### config.mk
export PLATFORM = sky130hd
export DESIGN_NAME = lto_top
export DESIGN_NICKNAME = d
export VERILOG_FILES = /design/src/verilog/lto_pkg.sv /design/src/verilog/lto_sync.sv /design/src/verilog/lto_top.sv
export VERILOG_INCLUDE_DIRS = /design/src /design/src/verilog
export SDC_FILE = /design/constraint.sdc
export NUM_CORES = 1
export LEC_CHECK = 0
export ABC_AREA = 0
export BUFFER_PORTS_ARGS = -buffer_cell sky130_fd_sc_hd__buf_2
export CAP_MARGIN = 25
export CORE_MARGIN = 2
export CORE_UTILIZATION = 43
export DETAILED_ROUTE_END_ITERATION = 12
export GPL_TIMING_DRIVEN = 0
export PLACE_DENSITY = 0.75
export SLEW_MARGIN = 20
export SYNTH_ARGS = -nofsm -noshare
export SYNTH_HDL_FRONTEND = slang
export SYNTH_HIERARCHICAL = 1
export SYNTH_SLANG_ARGS = --single-unit
### constraint.sdc
create_clock -name pclk -period 1.27 [get_ports pclk]
set_input_delay 0 -clock pclk [delete_from_list [all_inputs] [get_ports pclk]]
set_output_delay 0 -clock pclk [all_outputs]
set_load 0.03 [all_outputs]
### src/verilog/lto_map.svh
// Register offsets, field positions, reset values and sizes of the oversight.
//
// Contract
// - Three 27-bit backplane links serve base logic only.
// - Two 33-bit front links reach both processing devices.
// - Line direction set purely by control signals.
// - Front line ownership chosen per connector.
// - Transceiver enables inactive until controller configured.
// - Translator output enables deasserted until controller configured.
// - Apply transceiver requests, refuse two drivers per line.
// - Apply translator requests, never two drivers per line.
// - Failsafe and master enable come from jumpers.
// - Release control only after devices confirmed running.
`ifndef LTO_MAP_SVH
`define LTO_MAP_SVH

// ****************************************************************
// Link layout.
// ****************************************************************
`define LTO_BP_LINKS       3
`define LTO_FP_LINKS       2
`define LTO_LINKS          5
`define LTO_BP_BITS        27
`define LTO_FP_BITS        33
`define LTO_JMP_GROUPS     2

// ****************************************************************
// Register offsets (byte addresses).
// ****************************************************************
`define LTO_ADDR_CTRL      8'h00
`define LTO_ADDR_OWNER     8'h04
`define LTO_ADDR_STATUS    8'h08
`define LTO_ADDR_CONFLICT  8'h0C
`define LTO_ADDR_LINKS     8'h10

// ****************************************************************
// Field positions and reset values.
// ****************************************************************
`define LTO_CTRL_RELEASE   0
`define LTO_CTRL_TP_FITTED 1
`define LTO_CTRL_RESET     2'b00
`define LTO_OWNER_RESET    2'b00
`define LTO_ST_CFG         0
`define LTO_ST_BF_OK       1
`define LTO_ST_TP_OK       2
`define LTO_ST_REL_BF      3
`define LTO_ST_REL_TP      4
`define LTO_ST_LIVE_CONF   8
`define LTO_LK_DRV         0
`define LTO_LK_RCV         8
`define LTO_LK_DIR         16

`endif

### src/verilog/lto_pkg.sv
// Types shared by the transceiver oversight design.
package lto_pkg;
   typedef logic [7:0]  lto_addr_t;
   typedef logic [31:0] lto_word_t;
   typedef logic [4:0]  lto_link_vec_t;
endpackage : lto_pkg

### src/verilog/lto_sync.sv
// Two-flop synchroniser for a vector of independent levels.
`timescale 1ns/1ps
`default_nettype none
module lto_sync #(
   parameter int W = 1
) (
   input  wire logic         pclk,
   input  wire logic         presetn,
   input  wire logic [W-1:0] d_async,
   output logic      [W-1:0] q_sync
);
   logic [W-1:0] meta_r;

   // The first stage is read by the second stage only.
   always_ff @(posedge pclk or negedge presetn) begin
      if (!presetn) begin
         meta_r <= '0;
         q_sync <= '0;
      end else begin
         meta_r <= d_async;
         q_sync <= meta_r;
      end
   end
endmodule : lto_sync
`default_nettype wire

### src/verilog/lto_top.sv
// Transceiver and level translator oversight with its APB register file.
//
// Added by the designer: the placing of the registers and register access over APB.
`timescale 1ns/1ps
`default_nettype none
`include "lto_map.svh"
module lto_top
   import lto_pkg::*;
(
   input  wire logic                       pclk,
   input  wire logic                       presetn,
   input  wire logic                       psel,
   input  wire logic                       penable,
   input  wire logic                       pwrite,
   input  wire logic [7:0]                 paddr,
   input  wire logic [31:0]                pwdata,
   output logic      [31:0]                prdata,
   output logic                            pready,
   output logic                            pslverr,
   input  wire logic                       bsc_config_done,
   input  wire logic                       bf_running,
   input  wire logic                       tp_running,
   input  wire logic [`LTO_BP_LINKS-1:0]   bf_bp_tx,
   input  wire logic [`LTO_BP_LINKS-1:0]   bf_bp_en,
   input  wire logic [`LTO_FP_LINKS-1:0]   bf_fp_tx,
   input  wire logic [`LTO_FP_LINKS-1:0]   bf_fp_en,
   input  wire logic [`LTO_FP_LINKS-1:0]   tp_fp_tx,
   input  wire logic [`LTO_FP_LINKS-1:0]   tp_fp_en,
   input  wire logic [`LTO_JMP_GROUPS-1:0] jmp_failsafe,
   input  wire logic [`LTO_JMP_GROUPS-1:0] jmp_master_enable,
   output logic [`LTO_LINKS-1:0]           line_driver_enable,
   output logic [`LTO_LINKS-1:0]           line_receiver_enable_n,
   output logic [`LTO_LINKS-1:0]           xlat_dir,
   output logic [`LTO_LINKS-1:0]           xlat_bf_oe_n,
   output logic [`LTO_FP_LINKS-1:0]        xlat_tp_oe_n,
   output logic [`LTO_JMP_GROUPS-1:0]      lvds_failsafe,
   output logic [`LTO_JMP_GROUPS-1:0]      lvds_master_enable
);

   // ****************************************************************
   // Pin synchronisation.
   // ****************************************************************
   // Every request pin is asynchronous to pclk, so the whole bundle passes
   // one two-stage synchroniser; the bits settle independently.
   localparam int SW = 21;
   logic [SW-1:0] sync_q;
   logic [`LTO_BP_LINKS-1:0] s_bp_tx;
   logic [`LTO_BP_LINKS-1:0] s_bp_en;
   logic [`LTO_FP_LINKS-1:0] s_bf_tx;
   logic [`LTO_FP_LINKS-1:0] s_bf_en;
   logic [`LTO_FP_LINKS-1:0] s_tp_tx;
   logic [`LTO_FP_LINKS-1:0] s_tp_en;
   logic s_cfg;
   logic s_bf_ok;
   logic s_tp_ok;
   logic [`LTO_JMP_GROUPS-1:0] s_fs;
   logic [`LTO_JMP_GROUPS-1:0] s_me;

   lto_sync #(.W(SW)) u_sync (
      .pclk    (pclk),
      .presetn (presetn),
      .d_async ({jmp_master_enable, jmp_failsafe, tp_running, bf_running,
                 bsc_config_done, tp_fp_en, tp_fp_tx, bf_fp_en, bf_fp_tx,
                 bf_bp_en, bf_bp_tx}),
      .q_sync  (sync_q)
   );

   assign {s_me, s_fs, s_tp_ok, s_bf_ok, s_cfg, s_tp_en, s_tp_tx,
           s_bf_en, s_bf_tx, s_bp_en, s_bp_tx} = sync_q;

   // Jumpers go straight to the transceivers, untouched by arbitration.
   assign lvds_failsafe      = s_fs;
   assign lvds_master_enable = s_me;

   // ****************************************************************
   // Register file.
   // ****************************************************************
   logic [1:0]               ctrl_r;
   logic [`LTO_FP_LINKS-1:0] owner_r;
   logic [`LTO_FP_LINKS-1:0] conflict_r;
   logic [`LTO_FP_LINKS-1:0] conflict_nxt;

   // Writes land on the access edge; only the low two bits of CTRL, OWNER
   // and CONFLICT are stored, the rest read back as zero.
   wire acc      = psel & penable;
   wire wr       = acc & pwrite;
   wire hit_ctl  = (paddr == `LTO_ADDR_CTRL);
   wire hit_own  = (paddr == `LTO_ADDR_OWNER);
   wire hit_st   = (paddr == `LTO_ADDR_STATUS);
   wire hit_cf   = (paddr == `LTO_ADDR_CONFLICT);
   wire hit_lk   = (paddr == `LTO_ADDR_LINKS);
   wire mapped   = hit_ctl | hit_own | hit_st | hit_cf | hit_lk;
   wire cf_clear = wr & hit_cf;

   // ****************************************************************
   // Release and arbitration.
   // ****************************************************************
   // Nothing is released before the controller itself is configured,
   // software has confirmed, and the owning device reports running.
   wire rel_bf = s_cfg & ctrl_r[`LTO_CTRL_RELEASE] & s_bf_ok;
   wire rel_tp = s_cfg & ctrl_r[`LTO_CTRL_RELEASE]
               & ctrl_r[`LTO_CTRL_TP_FITTED] & s_tp_ok;

   // Both devices asking to drive one connector is refused outright.
   // Ownership is ignored here, since the other device would fight anyway.
   wire [`LTO_FP_LINKS-1:0] live_conf =
      s_bf_en & s_bf_tx & s_tp_en & s_tp_tx;

   // Per-link request after ownership: backplane links always base logic.
   wire [`LTO_LINKS-1:0] want_en;
   wire [`LTO_LINKS-1:0] want_tx;
   wire [`LTO_LINKS-1:0] want_own;
   wire [`LTO_LINKS-1:0] allow;

   assign want_en[2:0]  = s_bp_en;
   assign want_tx[2:0]  = s_bp_tx;
   assign want_own[2:0] = 3'b000;
   assign allow[2:0]    = {3{rel_bf}};
   assign want_own[4:3] = owner_r;
   assign want_en[4:3]  = (owner_r & s_tp_en)
                        | (~owner_r & s_bf_en);
   assign want_tx[4:3]  = (owner_r & s_tp_tx)
                        | (~owner_r & s_bf_tx);
   assign allow[4:3]    = ((owner_r & {2{rel_tp}}) | (~owner_r & {2{rel_bf}}))
                        & ~live_conf;

   // ****************************************************************
   // Per-link output control.
   // ****************************************************************
   logic [`LTO_LINKS-1:0] dir_r;
   logic [`LTO_LINKS-1:0] own_r;
   logic [`LTO_LINKS-1:0] drv_r;
   logic [`LTO_LINKS-1:0] rcv_n_r;
   logic [`LTO_LINKS-1:0] oe_n_r;

   genvar i;
   generate
      for (i = 0; i < `LTO_LINKS; i++) begin : g_link
         // A change of direction or owner first turns the link off, then
         // moves the direction while idle, then re-enables: break before
         // make, so no edge ever sees two drivers on either side.
         wire changed = (want_tx[i] != dir_r[i]) | (want_own[i] != own_r[i]);
         wire go      = allow[i] & want_en[i] & ~changed;
         wire move    = oe_n_r[i] & ~drv_r[i] & rcv_n_r[i];

         // Flops reset to every enable off; only release lifts them.
         always_ff @(posedge pclk or negedge presetn) begin
            if (!presetn) begin
               dir_r[i]   <= 1'b0;
               own_r[i]   <= 1'b0;
               drv_r[i]   <= 1'b0;
               rcv_n_r[i] <= 1'b1;
               oe_n_r[i]  <= 1'b1;
            end else begin
               if (move) begin
                  dir_r[i] <= want_tx[i];
                  own_r[i] <= want_own[i];
               end
               drv_r[i]   <= go & want_tx[i];
               rcv_n_r[i] <= ~(go & ~want_tx[i]);
               oe_n_r[i]  <= ~go;
            end
         end
      end
   endgenerate

   // The enables leave flops, so a glitch on a request pin or on the
   // decode never reaches a transceiver.
   assign line_driver_enable     = drv_r;
   assign line_receiver_enable_n = rcv_n_r;
   assign xlat_dir               = dir_r;
   // Only the owning device's translator may be opened.
   assign xlat_bf_oe_n = oe_n_r | {own_r[4:3], 3'b000};
   assign xlat_tp_oe_n = oe_n_r[4:3] | ~own_r[4:3];

   // ****************************************************************
   // Register writes and the sticky conflict flags.
   // ****************************************************************
   // A conflict seen in the clearing cycle stays set.
   assign conflict_nxt = (conflict_r & ~(cf_clear ? pwdata[1:0] : 2'b00))
                       | live_conf;

   always_ff @(posedge pclk or negedge presetn) begin
      if (!presetn) begin
         ctrl_r     <= `LTO_CTRL_RESET;
         owner_r    <= `LTO_OWNER_RESET;
         conflict_r <= 2'b00;
      end else begin
         if (wr && hit_ctl) begin
            ctrl_r <= pwdata[1:0];
         end
         if (wr && hit_own) begin
            owner_r <= pwdata[1:0];
         end
         conflict_r <= conflict_nxt;
      end
   end

   // ****************************************************************
   // Read path.
   // ****************************************************************
   wire [31:0] st_word = {22'h00_0000, live_conf, 3'b000, rel_tp, rel_bf,
                          s_tp_ok, s_bf_ok, s_cfg};
   wire [31:0] lk_word = {11'h000, dir_r, 3'b000, ~rcv_n_r, 3'b000, drv_r};
   wire [31:0] rd_mux  = hit_ctl ? {30'h0000_0000, ctrl_r}  :
                         hit_own ? {30'h0000_0000, owner_r} :
                         hit_st  ? st_word                  :
                         hit_cf  ? {30'h0000_0000, conflict_r} :
                         hit_lk  ? lk_word                  : 32'h0000_0000;

   // Read data is captured in the setup cycle, so a status read shows the
   // levels one edge before the access edge.
   always_ff @(posedge pclk or negedge presetn) begin
      if (!presetn) begin
         prdata <= 32'h0000_0000;
      end else if (psel && !penable && !pwrite) begin
         prdata <= rd_mux;
      end
   end

   // Zero wait states; unmapped addresses answer with an error.
   assign pready  = 1'b1;
   assign pslverr = acc & ~mapped;

endmodule : lto_top
`default_nettype wire

==> impl_metrics.json, run 1 <==
{
  "violations": "negative setup slack",
  "yosys_warnings": 6,
  "numPortBuffers": 76,
  "antenna_found_initial": 0,
  "outcome": "finished with violations",
  "worstSetupPathType": "reg -> reg",
  "cts.clk_slew.worst_paths_ns": 0.08,
  "min_period_over_period": 1.03,
  "gp_congestion": 0.883,
  "post-dp-hpwl_um": 4530,
  "hp-class": "in -> reg",
  "layout-drive-gt1-share": 0.412,
  "routed_wl_um": 6840,
  "rows": 31,
  "worstPathRequired_ns": 1.51,
  "cts_tree": "yes",
  "die_h_um": 90.3,
  "clock_path_buffers": 2,
  "io_pins": 126,
  "hold_viol": 0,
  "grt_max_degree": 54,
  "setup_viol": 1,
  "postLayoutCellArea_um2": 4390,
  "postRouteAntennaNets": 0,
  "ir_drop_mv": 0.775,
  "mappedNetlistArea_um2": 3200,
  "ys.flop_type": "dfrtp_1",
  "post-route-util": 0.609,
  "grt_pass1_vias": 2423,
  "worst_clock_skew_ns": 0.00673,
  "area_delta_synth_final_pct": 37.1,
  "dp_slack_ns": -0.369,
  "worstSkewPairLatency_ns": 0.35,
  "cp.arrival_ns": 1.55,
  "first_pass_iters": 4,
  "gr-usage-all-layers": 0.181,
  "h-tree-depth": 3,
  "postSynthCellCount": 251,
  "avgRoutedWirePerCell_um": 13.9,
  "overflow": 0,
  "dpl_cell_area_um2": 3810,
  "synth-seq-cells": 85,
  "die-area_um2": 8150,
  "worst_slack_ns": -0.0438,
  "cts_root_buffer": "clkbuf_8",
  "power-per-cell-area_nw_per_um2": 1260,
  "core_region_area_um2": 7210,
  "drv_slew": 0,
  "cts.sinks": 85,
  "post-route-min-period_ns": 1.31,
  "die_width_um": 90.3,
  "p_leak_nw": 2.12,
  "instances_no_fill": 492,
  "fmax_mhz": 761,
  "drv_cap": 0,
  "nets": 454,
  "synth_edf_count": 0,
  "ys_types": 35,
  "vias": 2335,
  "dp_cells": 443,
  "grt_pass1_wl_um": 11400,
  "drt_iter0_markers": 80,
  "post-route-drc-count": 0,
  "synthArstFlopShare": 1.00,
  "power_w": 0.00555,
  "cts_buffers": 9,
  "path_max_fanout": 5,
  "rsz0062_at_grt": "yes",
  "seq_area_frac_synth": 0.668,
  "start_util": 0.444,
  "synth.avg_cell_area_um2": 12.8,
  "vias_per_cell": 4.75,
  "diodes": 0,
  "start_kind": "flip-flop",
  "endpoint_kind": "flip-flop"
}
synth_stat cells, types with 4 or more instances:
cell | count | area, um2
a21oi_1 | 6 | 30.0
a22o_1 | 6 | 52.6
buf_4 | 21 | 158
clkbuf_1 | 5 | 18.8
dfrtp_1 | 75 | 1880
dfstp_2 | 10 | 263
inv_1 | 4 | 15.0
mux2_2 | 8 | 90.1
nand2_1 | 22 | 82.6
nand2b_1 | 8 | 50.1
nand3_1 | 11 | 55.1
nand3b_1 | 5 | 37.5
nand4_1 | 8 | 50.1
nor2_1 | 11 | 41.3
o21ai_0 | 14 | 70.1
o221ai_1 | 4 | 35.0
worst max-delay path, stage by stage, from the launching register on:
cell and delay (ns):
dfrtp_2 0.46, mux2_4 0.27, o22a_1 0.21, o221ai_2 0.20
o21ai_1 0.07
sequential cells by signal (all words and copies together), names as in the netlist:
signal / count
conflict_r: 2
ctrl_r: 2
line_driver_enable: 5
line_receiver_enable_n: 5
oe_n_r: 5
own_r: 2
owner_r: 2
prdata: 15
u_sync/meta_r: 21
u_sync/q_sync: 21
xlat_dir: 5
worst paths after layout:
kind / startpoint / slack (ns) / cells after the start / end
setup / recovery: owner_r[0] / -0.04 / 4 / prdata[0]
hold / removal: paddr[1] / 0.05 / 4 / prdata[0]
setup reg to reg: owner_r[0] / -0.04 / 4 / prdata[0]
hold reg to reg: u_sync/meta_r[12] / 0.35 / 0 / u_sync/q_sync[12]
max in group asynchronous: presetn / 0.50 / 3 / oe_n_r[4]
min in group asynchronous: presetn / 0.13 / 2 / u_sync/meta_r[5]
cell type report:
| cell class | instances | area (um2) |
|---|---|---|
| clock inverters | 6 | 111 |
| well taps | 99 | 124 |
| clock buffers | 10 | 128 |
| multi-input cells | 150 | 948 |
| plain buffers | 26 | 181 |
| repair buffers | 112 | 739 |
| flip-flops and latches | 85 | 2140 |
| inverters | 4 | 15.0 |
| fillers | 605 | 2820 |
layer usage:
metal	GRT usage	wire [um]	vias to the layer above
met5	0	0	-
li1	-	-	1109
met2	0.295	3310	90
met4	0.0949	160	0
met1	0.217	2930	1121
met3	0.0526	441	15
stage by stage:
stage	TNS, ns	hold slack (ns)
final	-0.0438	0.0531
after global placement	-36.05	0.108
after floorplan	-0.397	-0.296
after CTS	-0.0642	0.0663
after global routing	-0.279	0.0539
after detailed placement	-7.36	-0.0322
repair_timing:
item | in CTS | in global routing
hold buffers | 24 | 0
hold endpoints to repair | 105 | 0
setup buffers | 6 | 5
resized for setup | 5 | 9
endpoints found under the setup margin | 13 | 17
pin swaps | 0 | 7
cloned | 0 | 0
kinds of logic (layout without fill, tap and decap cells):
group / Yosys count / count (layout) / synth area share
AND/OR/NAND/NOR: 79 / 79 / 0.140
buffers and inverters: 32 / 158 / 0.0629
multiplexers: 10 / 10 / 0.0344
other: 2 / 18 / 0.00235
AO/OA/AOI/OAI: 38 / 38 / 0.0785
flip-flops: 85 / 85 / 0.668
XOR/XNOR: 5 / 5 / 0.0137
placed cells by master (no fill, tap or decap), types with 4 or more instances in the layout:
cell type,instances
inv_1,4
mux2_2,7
a22o_1,6
dfrtp_1,72
nand2b_1,8
nor2_1,10
clkbuf_8,9
nand4_1,8
nand2_1,22
conb_1,18
dlygate4sd3_1,24
buf_2,76
o21ai_0,12
buf_4,33
nand3_1,11
dfstp_2,10
a21oi_1,6
nand3b_1,5
power breakdown:
| part | switching (W) | internal (W) | total [W] |
|---|---|---|---|
| Sequential | 0.0000472 | 0.00279 | 0.00284 |
| Clock | 0.000941 | 0.00131 | 0.00225 |
| Combinational | 0.000274 | 0.000195 | 0.000469 |
Note: power is estimated with default switching activity, not from simulation.
==> inputs of run 2 (changes only) <==
Settings changed: CORE_UTILIZATION 43 to 45, CTS_BUF_LIST from default to sky130_fd_sc_hd__clkbuf_8, PLACE_DENSITY 0.75 to 0.78.
==> impl_metrics.json, run 2 (synthesis results as in run 1) <==
{
  "outcome": "finished with violations",
  "violations": "negative setup slack",
  "first_pass_iters": 5,
  "cts_tree": "yes",
  "die_h_um": 88.4,
  "grt_max_degree": 50,
  "cts_buffers": 9,
  "power_w": 0.00499,
  "startpoint": "owner_r[1]",
  "overflow": 0,
  "h-tree-depth": 3,
  "rrSetupSlack_ns": -0.02,
  "slowest_stage": "dfrtp_2",
  "rsz0062_at_grt": "yes",
  "r2r-start": "owner_r[1]",
  "numPortBuffers": 76,
  "rows": 30,
  "cts.clk_slew.worst_paths_ns": 0.08,
  "post-route-util": 0.634,
  "path_max_fanout": 4,
  "vias": 2294,
  "area_delta_synth_final_pct": 35.3,
  "holdCritStartpoint": "paddr[1]",
  "reg.largest.list": "u_sync/meta_r: 21 flops, u_sync/q_sync: 21 flops, prdata: 15 flops",
  "die-area_um2": 7810,
  "dp_cells": 440,
  "p_leak_nw": 2.06,
  "drt_iter0_markers": 62,
  "postRouteAntennaNets": 0,
  "path_cells": "mux2_4 -> o22a_1 -> o221ai_2 -> o21ai_1",
  "antenna_found_initial": 0,
  "post-route-min-period_ns": 1.29,
  "start_kind": "flip-flop",
  "cp.arrival_ns": 1.53,
  "grt_pass1_vias": 2213,
  "hp-class": "in -> reg",
  "start_util": 0.469,
  "layout-drive-gt1-share": 0.422,
  "layout.cells.most_common_list": "78 x buf_2, 71 x dfrtp_1, 28 x buf_4",
  "post-route-drc-count": 0,
  "drv_slew": 0,
  "tns_ns": -0.0213,
  "vias_per_cell": 4.73,
  "endpoint_kind": "flip-flop",
  "post-dp-hpwl_um": 4500,
  "core_region_area_um2": 6830,
  "worst_clock_skew_ns": 0.00417,
  "ir_drop_mv": 0.772,
  "power-per-cell-area_nw_per_um2": 1150,
  "routed_wl_um": 6600,
  "diodes": 0,
  "gr-usage-all-layers": 0.180,
  "die_width_um": 88.4,
  "worst_slack_ns": -0.0213,
  "grt_pass1_wl_um": 10400,
  "layout_commonest_cell": "buf_2",
  "postLayoutCellArea_um2": 4330,
  "hold_viol": 0,
  "worstSetupPathType": "reg -> reg",
  "clock_path_buffers": 2,
  "drv_cap": 0,
  "gp_congestion": 0.874,
  "worstSkewPairLatency_ns": 0.35,
  "fmax_mhz": 774,
  "crit_path_max_incr_delay_ns": 0.45,
  "instances_no_fill": 485,
  "cts.sinks": 85,
  "nets": 450,
  "setup_viol": 2,
  "cts_root_buffer": "clkbuf_8",
  "avgRoutedWirePerCell_um": 13.6,
  "worstPathRequired_ns": 1.51,
  "min_period_over_period": 1.02,
  "dpl_cell_area_um2": 3800,
  "io_pins": 126
}
[run 2: cell count changes in the layout (fill, tap and decap cells not counted), sizes merged]
| cell | previous run | this run |
|---|---|---|
| clkbuf | 13 | 11 |
| bufinv | 3 | 0 |
| buf | 111 | 108 |
| clkinvlp | 1 | 3 |
| inv | 4 | 6 |
[run 2: cell type report]
| cell class | instances | area, um2 |
|---|---|---|
| timing repair buffer | 108 | 716 |
| clock inverter | 7 | 50.0 |
| buffer | 26 | 181 |
| inverter | 4 | 15.0 |
| clock buffer | 9 | 124 |
| tap | 96 | 120 |
| multi-input combinational | 150 | 981 |
| fill | 590 | 2500 |
| sequential | 85 | 2140 |
[run 2: routing by layer]
metal,vias to the layer above,routed length [um],GRT usage
met1,1096,2820,0.227
met5,-,0,0
li1,1105,-,-
met2,79,3270,0.294
met4,0,175,0.0909
met3,14,339,0.0382
[run 2: worst max-delay path, delay by kind of cell (launching register included)]
kind               cells  cell delay [ns]
muxes                  1             0.27
DFF                    1             0.45
AOI/OAI and AO/OA      3             0.45
[run 2: final timing paths]
kind	end	cells past startpoint
worst max-delay path	prdata[1]	4
worst min-delay path	prdata[1]	4
worst max register to register	prdata[1]	4
worst min register to register	u_sync/q_sync[1]	0
max in group asynchronous	oe_n_r[4]	3
min in group asynchronous	u_sync/meta_r[5]	2
[run 2: stage by stage]
step	hold slack [ns]	worst slack, ns
floorplan	-0.296	-0.106
global placement	0.108	-0.540
detailed placement	-0.00545	-0.378
CTS	0.0656	-0.0201
finish	0.0657	-0.0213
global route	0.0892	-0.0744
[run 2: power by group]
| group | switching, W | internal [W] |
|---|---|---|
| registers | 0.0000487 | 0.00279 |
| clock network | 0.000966 | 0.000715 |
| logic | 0.000274 | 0.000200 |
[run 2: repair_timing]
action	in CTS	in global routing
buffers inserted	2	5
pin swaps	3	5
hold buffers	24	0
endpoints found under the setup margin	11	17
hold endpoints to repair	63	0
resized for setup	9	12
==> inputs of run 3 (changes only) <==
Settings changed: ABC_AREA 0 to 1, CORE_UTILIZATION 45 to 46, PLACE_DENSITY 0.78 to 0.79.
==> impl_metrics.json, run 3 <==
{
  "hold_viol": 0,
  "die_width_um": 89.3,
  "drv_cap": 0,
  "start_kind": "flip-flop",
  "cts_root_buffer": "clkbuf_8",
  "seq_area_um2": 2140,
  "yosys_warnings": 6,
  "start_util": 0.469,
  "rows": 31,
  "first_pass_iters": 4,
  "post-route-min-period_ns": 1.20,
  "synthArstFlopShare": 1.00,
  "cts_buffers": 9,
  "path_cells": "or2_2 -> buf_2",
  "slowest_stage": "dfrtp_1",
  "gr-usage-all-layers": 0.177,
  "relSlewSlack": 0.652,
  "seq_area_frac_synth": 0.639,
  "hp-class": "in -> reg",
  "postSynthCellCount": 313,
  "power-per-cell-area_nw_per_um2": 1210,
  "mappedNetlistArea_um2": 3350,
  "worstSetupPathType": "reg -> out",
  "layout.cells.most_common_list": "76 x buf_2, 73 x dfrtp_1, 60 x nand2_1",
  "core_region_area_um2": 7140,
  "io_pins": 126,
  "synth_area_leaders": "dfrtp_1 56%, dfstp_2 7.8%, nand2_1 7.1%",
  "synth.avg_cell_area_um2": 10.7,
  "diodes": 0,
  "tightest_slew_ns": 0.523,
  "cts.sinks": 85,
  "drv_slew": 0,
  "vias": 2486,
  "synth_edf_count": 0,
  "numPortBuffers": 77,
  "synth_largest_area_cell": "dfrtp_1",
  "clock_path_buffers": 2,
  "h-tree-depth": 3,
  "power_w": 0.00538,
  "worst_clock_skew_ns": 0.0103,
  "post-dp-hpwl_um": 4810,
  "synth-seq-cells": 85,
  "antenna_found_initial": 0,
  "cts.clk_slew.worst_paths_ns": 0.08,
  "setup_viol": 0,
  "worstPathRequired_ns": 1.27,
  "path_max_fanout": 3,
  "met1_usage": 0.225,
  "global_route.usage.met3": 0.0499,
  "synth_top_area_frac": 0.560,
  "avgRoutedWirePerCell_um": 12.1,
  "post-route-drc-count": 0,
  "p_leak_nw": 2.29,
  "multi_input_area_um2": 972,
  "dpl_cell_area_um2": 3940,
  "top_usage_layer": "met2",
  "grt_util_met2": 0.288,
  "crit_path_max_incr_delay_ns": 0.40,
  "overflow": 0,
  "layout-drive-gt1-share": 0.374,
  "outcome": "completed",
  "reg.largest.list": "u_sync/meta_r: 21 flops, u_sync/q_sync: 21 flops, prdata: 15 flops",
  "routed_wl_um": 6630,
  "ir_drop_mv": 0.745,
  "die-area_um2": 7980,
  "drt_iter0_markers": 141,
  "synthMostInstantiatedCell": "dfrtp_1",
  "grt_max_degree": 45,
  "cts_tree": "yes",
  "layout_commonest_cell": "buf_2",
  "nets": 510,
  "area_delta_synth_final_pct": 32.7,
  "endpoint_kind": "output port",
  "fmax_mhz": 830,
  "crit_buf_inv": 1,
  "postLayoutCellArea_um2": 4450,
  "worstSkewPairLatency_ns": 0.34,
  "ys_types": 33,
  "critPathTopFamily": "flip-flops",
  "min_period_over_period": 0.948,
  "rrSetupSlack_ns": 0.09,
  "vias_per_cell": 4.54,
  "ys.flop_type": "dfrtp_1",
  "gp_congestion": 0.860,
  "synth_commonest_cells": "75 x dfrtp_1, 63 x nand2_1, 32 x inv_1",
  "cp.arrival_ns": 1.20,
  "nFillCells": 628,
  "tns_ns": 0,
  "post-route-util": 0.623,
  "grt_pass1_vias": 2243,
  "postRouteAntennaNets": 0,
  "rsz0062_at_grt": "no",
  "grt_pass1_wl_um": 10500,
  "die_h_um": 89.3
}
## run 3: cell count changes in the layout (fill, tap and decap cells not counted), moves of 7 or more
cell	change
nand2_2	+7
inv_1	+27
nand2b_1	-8
nand2_1	+38
## run 3: power by group
part	leakage, nW	internal, W	total [W]	switching (W)
Combinational	1.14	0.000196	0.000514	0.000318
Sequential	1.03	0.00280	0.00284	0.0000433
Clock	0.117	0.00114	0.00203	0.000880
## run 3: routing by layer
metal	wire [um]	part of all wire	vias to the layer above
met5	0	0	-
met4	47	0.0071	0
met3	381	0.057	4
met2	3300	0.50	74
met1	2910	0.44	1167
li1	-	-	1241
## run 3: area by class of cell
class	count	area share
Sequential cell	85	0.482
Multi-Input combinational cell	183	0.219
Timing Repair Buffer	104	0.150
Buffer	23	0.0374
Inverter	38	0.0357
Clock buffer	10	0.0310
Tap cell	99	0.0279
Clock inverter	6	0.0177
## run 3: metrics by stage
| stage | hold WS, ns | setup WS [ns] | cells |
|---|---|---|---|
| after floorplan | -0.296 | 0.197 | 329 |
| after global placement | 0.109 | -0.369 | 505 |
| after global routing | 0.0982 | 0.00433 | 548 |
| after CTS | 0.0861 | 0.0105 | 546 |
| final | 0.102 | 0.0659 | 548 |
| after detailed placement | 0.00816 | 0.0183 | 506 |
## run 3: cell families after synthesis
| logic type | count (synthesis) | synth area share |
|---|---|---|
| AO/OA/AOI/OAI | 36 | 0.0657 |
| flip-flops | 85 | 0.639 |
| AND/OR/NAND/NOR | 129 | 0.196 |
| buffers and inverters | 61 | 0.0971 |
| other | 2 | 0.00224 |
## run 3: timing repair
action	CTS	global route
hold buffers	24	0
gates resized for setup	1	12
endpoints found under the hold margin	68	0
setup endpoints to repair	1	5
pin swaps	0	0
gates cloned	0	0
buffers inserted	0	2
## run 3: worst paths after layout
path,start,end,cells after the start
max in group asynchronous,presetn,line_receiver_enable_n[2],3
worst max-delay path,own_r[3],xlat_bf_oe_n[3],2
worst min-delay path,pwrite,conflict_r[0],6
worst max register to register,ctrl_r[0],line_driver_enable[3],6
worst min register to register,u_sync/meta_r[10],u_sync/q_sync[10],0
min in group asynchronous,presetn,u_sync/meta_r[11],2
## run 3: tightest hold or removal path, stage by stage
cell and delay [ns]:
buf_2 0.11, inv_1 0.04, nor2_1 0.08, nand3_1 0.09
nand2_1 0.05, nand2_1 0.05
